$ cat src/hw/post_clear_pkg.sv
// package: register map, bit layout and reset values of the posted flag block
package post_clear_pkg;

    // ========================================================================
    // register indices as printed, byte address is four times the index
    // ========================================================================
    localparam logic [7:0] IDX_CLEAR_LOW  = 8'hDB;
    localparam logic [7:0] IDX_CLEAR_HIGH = 8'hDC;
    localparam logic [7:0] IDX_POST_CTRL  = 8'hE1;
    localparam logic [7:0] IDX_IRQ_STATUS = 8'hE2;
    localparam logic [7:0] IDX_IRQ_MASK   = 8'hE3;

    localparam int WB_ADDR_W = 10;
    localparam logic [1:0] WB_WORD_LSB = 2'h0;

    // ========================================================================
    // widths and layout
    // ========================================================================
    localparam int REG_W      = 8;
    localparam int LOW_W      = 8;
    localparam int HIGH_W     = 6;
    localparam int NUM_SRC    = LOW_W + HIGH_W;

    // low register bits
    localparam int BIT_COUNTER_ONE = 0;
    localparam int BIT_COUNTER_TWO = 1;
    localparam int BIT_BUS_RESET   = 2;
    localparam int BIT_FRAME_START = 3;
    localparam int BIT_EP_CHANNEL_0 = 4;
    localparam int BIT_EP_CHANNEL_3 = 7;
    // high register bits
    localparam int BIT_EP_CHANNEL_4 = 0;
    localparam int BIT_EP_CHANNEL_8 = 4;
    localparam int BIT_BUS_WAKEUP   = 5;

    // control register bit
    localparam int BIT_SW_POST_EN = 0;

    // event status bits
    localparam int EVT_W        = 2;
    localparam int EVT_LOW_ANY  = 0;
    localparam int EVT_HIGH_ANY = 1;

    localparam logic [LOW_W-1:0]  RESET_LOW  = 8'h00;
    localparam logic [HIGH_W-1:0] RESET_HIGH = 6'h00;
    localparam logic [EVT_W-1:0]  RESET_EVT  = 2'h0;

endpackage : post_clear_pkg

$ cat src/hw/posted_flag_cell.sv
// module: one posted interrupt flag with hardware set and software write
`timescale 1ns/1ps
`default_nettype none

module posted_flag_cell
(
    input  wire logic clk_i,      // system clock
    input  wire logic rst_i,      // synchronous reset, active high
    input  wire logic hw_set_i,   // source raised its interrupt
    input  wire logic wr_i,       // register write this cycle
    input  wire logic wr_bit_i,   // written value of this bit
    input  wire logic sw_en_i,    // software post enable
    output var  logic flag_o      // posted state
);

    logic flag_q;

    always_ff @(posedge clk_i)
    begin
        if (rst_i)
            flag_q <= 1'b0;
        else if (hw_set_i)
            flag_q <= 1'b1;
        else if (wr_i && sw_en_i && wr_bit_i)
            flag_q <= 1'b1;
        else if (wr_i && !sw_en_i && !wr_bit_i)
            flag_q <= 1'b0;
        // write 1 with enable clear, write 0 with enable set: hold
    end

    assign flag_o = flag_q;

endmodule : posted_flag_cell

`default_nettype wire

$ cat src/hw/interrupt_post_clear_regs.sv
// module: posted flag clear registers with wishbone slave and interrupt out
`timescale 1ns/1ps
`default_nettype none

// Function
// - read returns one per posted source
// - write zero, enable clear: clear posted flag
// - write one, enable clear: no change
// - write zero, enable set: no change
// - write one, enable set: post interrupt
// - low register: endpoints 3-0, frame, reset, counters
// - high register: wakeup bit 5, endpoints 8-4
// - mask blocks pending only, never posting
module interrupt_post_clear_regs
    import post_clear_pkg::*;
(
    input  wire logic                 clk_i,        // system clock 40 MHz
    input  wire logic                 rst_i,        // sync reset, active high
    input  wire logic                 wb_cyc_i,     // wishbone cycle
    input  wire logic                 wb_stb_i,     // wishbone strobe
    input  wire logic                 wb_we_i,      // wishbone write enable
    input  wire logic [WB_ADDR_W-1:0] wb_adr_i,     // wishbone byte address
    input  wire logic [3:0]           wb_sel_i,     // wishbone byte selects
    input  wire logic [31:0]          wb_dat_i,     // wishbone write data
    output var  logic [31:0]          wb_dat_o,     // wishbone read data
    output var  logic                 wb_ack_o,     // wishbone acknowledge
    input  wire logic                 counter_one_source_i, // counter one
    input  wire logic                 counter_two_source_i, // counter two
    input  wire logic                 bus_reset_src_i,      // bus reset
    input  wire logic                 frame_start_src_i,    // start of frame
    input  wire logic [3:0]           ep_low_src_i,         // endpoints 3..0
    input  wire logic [4:0]           ep_high_src_i,        // endpoints 8..4
    input  wire logic                 bus_wakeup_src_i,     // bus wakeup
    input  wire logic [NUM_SRC-1:0]   src_unmask_i,         // mask regs, 1=on
    output var  logic [NUM_SRC-1:0]   pending_o,    // posted and unmasked
    output var  logic                 irq_o         // block interrupt level
);

    // ========================================================================
    // source edge detect, sources come from logic on clk_i, no sync
    // ========================================================================
    logic [NUM_SRC-1:0] src_raw;
    logic [NUM_SRC-1:0] src_prev_q;
    logic [NUM_SRC-1:0] src_rise;

    always_comb
    begin
        src_raw = '0;
        src_raw[BIT_COUNTER_ONE] = counter_one_source_i;
        src_raw[BIT_COUNTER_TWO] = counter_two_source_i;
        src_raw[BIT_BUS_RESET]   = bus_reset_src_i;
        src_raw[BIT_FRAME_START] = frame_start_src_i;
        src_raw[BIT_EP_CHANNEL_3:BIT_EP_CHANNEL_0] = ep_low_src_i;
        src_raw[LOW_W+BIT_EP_CHANNEL_8:LOW_W+BIT_EP_CHANNEL_4] =
            ep_high_src_i;
        src_raw[LOW_W+BIT_BUS_WAKEUP] = bus_wakeup_src_i;
    end

    always_ff @(posedge clk_i)
    begin
        if (rst_i)
            src_prev_q <= '0;
        else
            src_prev_q <= src_raw;
    end

    assign src_rise = src_raw & ~src_prev_q;

    // ========================================================================
    // wishbone decode
    // ========================================================================
    logic [7:0] word_idx;
    logic       req;
    logic       wr_low;
    logic       wr_high;
    logic       wr_ctrl;
    logic       wr_stat;
    logic       wr_mask;
    logic       ack_q;

    assign word_idx = wb_adr_i[WB_ADDR_W-1:2];
    assign req      = wb_cyc_i && wb_stb_i && !ack_q;
    assign wr_low   = req && wb_we_i && wb_sel_i[0] &&
                      word_idx == IDX_CLEAR_LOW;
    assign wr_high  = req && wb_we_i && wb_sel_i[0] &&
                      word_idx == IDX_CLEAR_HIGH;
    assign wr_ctrl  = req && wb_we_i && wb_sel_i[0] &&
                      word_idx == IDX_POST_CTRL;
    assign wr_stat  = req && wb_we_i && wb_sel_i[0] &&
                      word_idx == IDX_IRQ_STATUS;
    assign wr_mask  = req && wb_we_i && wb_sel_i[0] &&
                      word_idx == IDX_IRQ_MASK;

    // ========================================================================
    // software post enable control register
    // ========================================================================
    logic sw_post_en_q;

    always_ff @(posedge clk_i)
    begin
        if (rst_i)
            sw_post_en_q <= 1'b0;
        else if (wr_ctrl)
            sw_post_en_q <= wb_dat_i[BIT_SW_POST_EN];
    end

    // ========================================================================
    // posted flags, one cell per source
    // ========================================================================
    logic [NUM_SRC-1:0] posted;
    logic [NUM_SRC-1:0] wr_vec;
    logic [NUM_SRC-1:0] wr_data;

    assign wr_vec  = {{HIGH_W{wr_high}}, {LOW_W{wr_low}}};
    // reserved high bits are dropped, software keeps them zero
    assign wr_data = {wb_dat_i[HIGH_W-1:0], wb_dat_i[LOW_W-1:0]};

    genvar g;
    generate
        for (g = 0; g < NUM_SRC; g++)
        begin : gen_flag
            posted_flag_cell u_cell
            (
                .clk_i    (clk_i),
                .rst_i    (rst_i),
                .hw_set_i (src_rise[g]),
                .wr_i     (wr_vec[g]),
                .wr_bit_i (wr_data[g]),
                .sw_en_i  (sw_post_en_q),
                .flag_o   (posted[g])
            );
        end
    endgenerate

    // ========================================================================
    // pending vector, mask gates pending only
    // ========================================================================
    always_ff @(posedge clk_i)
    begin
        if (rst_i)
            pending_o <= '0;
        else
            pending_o <= posted & src_unmask_i;
    end

    // ========================================================================
    // block events: sticky status, write one to clear, mask, irq
    // ========================================================================
    logic [EVT_W-1:0] evt_set;
    logic [EVT_W-1:0] evt_status_q;
    logic [EVT_W-1:0] evt_mask_q;

    always_comb
    begin
        evt_set = '0;
        evt_set[EVT_LOW_ANY]  = |src_rise[LOW_W-1:0];
        evt_set[EVT_HIGH_ANY] = |src_rise[NUM_SRC-1:LOW_W];
    end

    always_ff @(posedge clk_i)
    begin
        if (rst_i)
            evt_status_q <= RESET_EVT;
        else if (wr_stat)
            evt_status_q <= (evt_status_q & ~wb_dat_i[EVT_W-1:0]) | evt_set;
        else
            evt_status_q <= evt_status_q | evt_set;
    end

    always_ff @(posedge clk_i)
    begin
        if (rst_i)
            evt_mask_q <= RESET_EVT;
        else if (wr_mask)
            evt_mask_q <= wb_dat_i[EVT_W-1:0];
    end

    always_ff @(posedge clk_i)
    begin
        if (rst_i)
            irq_o <= 1'b0;
        else
            irq_o <= |(evt_status_q & evt_mask_q);
    end

    // ========================================================================
    // read mux and acknowledge
    // ========================================================================
    logic [REG_W-1:0] rd_byte;

    always_comb
    begin
        case (word_idx)
            IDX_CLEAR_LOW:  rd_byte = posted[LOW_W-1:0];
            IDX_CLEAR_HIGH: rd_byte = {2'h0, posted[NUM_SRC-1:LOW_W]};
            IDX_POST_CTRL:  rd_byte = {7'h00, sw_post_en_q};
            IDX_IRQ_STATUS: rd_byte = {6'h00, evt_status_q};
            IDX_IRQ_MASK:   rd_byte = {6'h00, evt_mask_q};
            default:        rd_byte = 8'h00;
        endcase
    end

    always_ff @(posedge clk_i)
    begin
        if (rst_i)
        begin
            ack_q    <= 1'b0;
            wb_dat_o <= 32'h0000_0000;
        end
        else
        begin
            ack_q <= req;
            if (req && !wb_we_i)
                wb_dat_o <= {24'h00_0000, rd_byte};
        end
    end

    assign wb_ack_o = ack_q;

endmodule : interrupt_post_clear_regs

`default_nettype wire

$ cat config.mk
export PLATFORM = sky130hd
export DESIGN_NAME = interrupt_post_clear_regs
export DESIGN_NICKNAME = d
export VERILOG_FILES = /design/src/hw/post_clear_pkg.sv /design/src/hw/posted_flag_cell.sv /design/src/hw/interrupt_post_clear_regs.sv
export SDC_FILE = /design/constraint.sdc
export NUM_CORES = 1
export LEC_CHECK = 0
export ABC_AREA = 1
export BUFFER_PORTS_ARGS = -buffer_cell sky130_fd_sc_hd__clkbuf_2
export CAP_MARGIN = 0
export CELL_PAD_IN_SITES_DETAIL_PLACEMENT = 0
export CELL_PAD_IN_SITES_GLOBAL_PLACEMENT = 1
export CORE_UTILIZATION = 31
export CTS_CLUSTER_SIZE = 30
export DETAILED_ROUTE_END_ITERATION = 10
export PLACE_DENSITY = 0.87
export REMOVE_ABC_BUFFERS = 1
export SETUP_SLACK_MARGIN = 0.3
export SYNTH_ARGS = -nofsm -noshare
export SYNTH_HDL_FRONTEND = slang
export SYNTH_SLANG_ARGS = --single-unit
$ cat constraint.sdc
create_clock -name clk_i -period 1.3 [get_ports clk_i]
set_input_delay 0.13 -clock clk_i [delete_from_list [all_inputs] [get_ports clk_i]]
set_output_delay 0.13 -clock clk_i [all_outputs]
set_load 0.1 [all_outputs]
==> out/results.tsv <==
stage	metric	value	unit
routing	routed_via_density	4.24	
min_path	whs_path_depth	3	
finish	fin_util	0.471	
power_and_ir_drop	peakVddDrop	0.372	mV
logic_synthesis	synth_top_area_cell	dfxtp_1	
min_path	hold_path.class	in2reg	
sta	min_period	1.22	ns
logic_synthesis	dominantRegCellSynth	dfxtp_1	
worst_setup_path	cp.arrival	1.43	ns
die	dieArea	0.00876	mm^2
logic_synthesis	yosysUniqueCellTypes	26	
outcome	status	complete, no violations	
clocking	clk_pin_slew	0.06	ns
global_routing	track_usage	0.154	
die	die_w	93.6	um
clocking	clock_sinks	57	
logic_synthesis	synth_commonest_cells	nand2_1, dfxtp_1, nor2_1	
routing	dr.first_iter.drc_count	67	
logic_synthesis	yosysMostFrequentCell	nand2_1	
finish	insertedDiodeCount	0	
clocking	cts_made_buffers	9	
worst_setup_path	rr_worst_depth	7	
clocking	cts_tree	done	
logic_synthesis	ys_ff_latch	57	
logic_synthesis	synthCells	357	
sta	finClkSkew	0.00384	ns
place	finalWeightedCongestion	0.844	
die	start_util	0.318	
worst_setup_path	crit_type	reg2reg	
die	ios	127	
sta	finalHoldWorstSlack	0.0115	ns
clocking	h-tree-depth	3	
worst_setup_path	worst_setup_path_start_kind	flip-flop	
finish	fin_nets	536	
routing	wirelength	6.33	mm
global_routing	grt_pass1_vias	2209	
worst_setup_path	r2r-end	gen_flag[6].u_cell.flag_o$_SDFFE_PP0P_	
die	rows	33	
clocking	cts_buffer_depth	2	
job	max_cap_violations	0	
finish	multiInputGateArea	0.00121	mm^2
clocking	clk_latency	0.32	ns
logic_synthesis	syn_area	0.00260	mm^2
logic_synthesis	syn_area_per_cell	7.28	um^2
die	die_h	93.6	um
finish	register_area	0.00117	mm^2
min_path	holdPathEnd	src_prev_q[2]$_SDFF_PP0_	
sta	setup_viol	0	
logic_synthesis	synth.area.top_cells	dfxtp_1, nand2_1, nor2_1, buf_4, inv_1	
sta	rsz0062_at_grt	true	
worst_setup_path	worst-path-max-fanout	8	
routing	wl_per_cell	11.2	um
die	coreArea	0.00818	mm^2
logic_synthesis	netlist.area_leader.share	0.439	
finish	nFillCells	834	
worst_setup_path	rrSetupSlack	0.08	ns
logic_synthesis	synth-edff-count	0	
finish	area_delta_synth_final	48.2	%
clocking	root_buffer	clkbuf_8	
sta	slew_violations	0	
worst_setup_path	cp-end-kind	flip-flop	
min_path	min_from	bus_reset_src_i	
worst_setup_path	crit_required	1.51	ns
sta	fmax	0.817	GHz
sta	final.setup.tns	0	ns
power_and_ir_drop	p_leak	1.79	nW
routing	drt_drc_violations_left	0	
place	io_buffers	73	
routing	dr_total_vias	2394	
sta	fin_crit_sh	0.942	
place	hpwl	4.68	mm
power_and_ir_drop	p_per_area	1100	mW/mm^2
global_routing	grt_overflow	0	
power_and_ir_drop	design_power_total	4.23	mW
logic_synthesis	synth_warnings	0	
logic_synthesis	async_reset_ff_frac	0	
routing	first_pass_iters	4	
global_routing	grt_start_max_net_pins	29	
routing	antenna_left	0	
global_routing	grt_pass1_wl	10.4	mm
global_routing	grt_antenna_before_repair	0	
worst_setup_path	crit-reg2reg-launch	wb_ack_o$_SDFF_PP0_	
sta	hold_viol_final	0	
finish	drive_gt1_frac	0.353	
logic_synthesis	synth-seq-area-share	0.439	
-- metrics by stage --
stage	area [um^2]	setup WS, ns	std cells
finish	3850	0.0754	564
global route	3850	-0.0183	564
CTS	3770	0.0532	560
detailed placement	3040	0.00588	532
global placement	3040	-0.00628	532
floorplan	2450	-0.501	347
-- worst max path at each step --
stage	start	end	slack, ns	cells after the start
3_3_place_gp	wb_adr_i[9]	gen_flag[1].u_cell.flag_o$_SDFFE_PP0P_	-0.006	9
2_1_floorplan	wb_ack_o$_SDFF_PP0_	wb_dat_o[7]$_SDFFE_PP0P_	-0.50	7
5_1_grt	wb_ack_o$_SDFF_PP0_	gen_flag[6].u_cell.flag_o$_SDFFE_PP0P_	-0.02	7
4_1_cts	wb_ack_o$_SDFF_PP0_	gen_flag[8].u_cell.flag_o$_SDFFE_PP0P_	0.05	6
3_5_place_dp	wb_adr_i[9]	gen_flag[1].u_cell.flag_o$_SDFFE_PP0P_	0.006	9
6_report	wb_ack_o$_SDFF_PP0_	gen_flag[6].u_cell.flag_o$_SDFFE_PP0P_	0.08	7
-- sequential cells by signal (all words and copies together), names as in the netlist --
name / cells
gen_flag.u_cell.flag_o: 14
evt_status_q: 2
pending_o: 14
wb_dat_o: 8
wb_ack_o: 1
sw_post_en_q: 1
irq_o: 1
evt_mask_q: 2
src_prev_q: 14
-- metal layers --
metal | vias to the layer above | track usage | wire length (um)
met4 | 0 | 0.0628 | 105
li1 | 1278 | - | -
met3 | 8 | 0.0374 | 246
met5 | - | 0 | 0
met2 | 60 | 0.252 | 3020
met1 | 1048 | 0.193 | 2960
-- cell type report --
cell class              instances  share of cell area
flip-flops and latches         57               0.304
well taps                     105              0.0341
repair buffers                 99               0.259
inverters                      45              0.0445
multi-input cells             245               0.314
clock buffers                  13              0.0438
-- logic make-up (layout without fill, tap and decap cells) --
family | after synthesis | in the layout | share of synthesized area
buf+inv | 78 | 157 | 0.154
other cells | 1 | 24 | 0.00144
simple gates | 177 | 177 | 0.317
compound gates | 44 | 44 | 0.0885
flops | 57 | 57 | 0.439
-- cell usage in the layout, fill, tap and decap left out, types with 7 or more instances in the layout --
cell type | Yosys | final
dfxtp_1 | 57 | 33
o21ai_1 | 0 | 12
buf_4 | 24 | 11
clkbuf_8 | 0 | 12
buf_12 | 0 | 13
nand3_1 | 11 | 9
nand4_1 | 17 | 17
clkbuf_16 | 0 | 10
inv_1 | 42 | 40
clkbuf_2 | 0 | 49
nand2_1 | 73 | 73
nor2_2 | 7 | 7
nor2_1 | 49 | 46
conb_1 | 1 | 24
dlygate4sd3_1 | 0 | 12
o21ai_0 | 23 | 9
dfxtp_2 | 0 | 24
or2_2 | 12 | 12
a21oi_1 | 15 | 14
-- what timing repair did --
| item | 4_1_cts | 5_1_grt |
|---|---|---|
| setup endpoints to repair | 51 | 46 |
| endpoints found under the hold margin | 12 | 0 |
| buffers inserted | 3 | 4 |
| pin swaps | 2 | 15 |
| hold buffers | 12 | 0 |
| gates cloned | 0 | 0 |
| gates resized for setup | 108 | 20 |
-- report_power, final --
group | internal [mW] | switching [mW] | total [mW]
Clock | 0.817 | 0.626 | 1.44
Combinational | 0.245 | 0.648 | 0.893
Sequential | 1.83 | 0.0555 | 1.89
-- worst max-delay path, stage by stage (launching register included) --
cell and delay [ns]:
dfxtp_2 0.32, inv_2 0.06, nand3_4 0.09, nor2_8 0.21
buf_6 0.14, nand3_4 0.09, nor2_2 0.13, o21ai_1 0.07
Note: power is estimated with default switching activity, not from simulation.
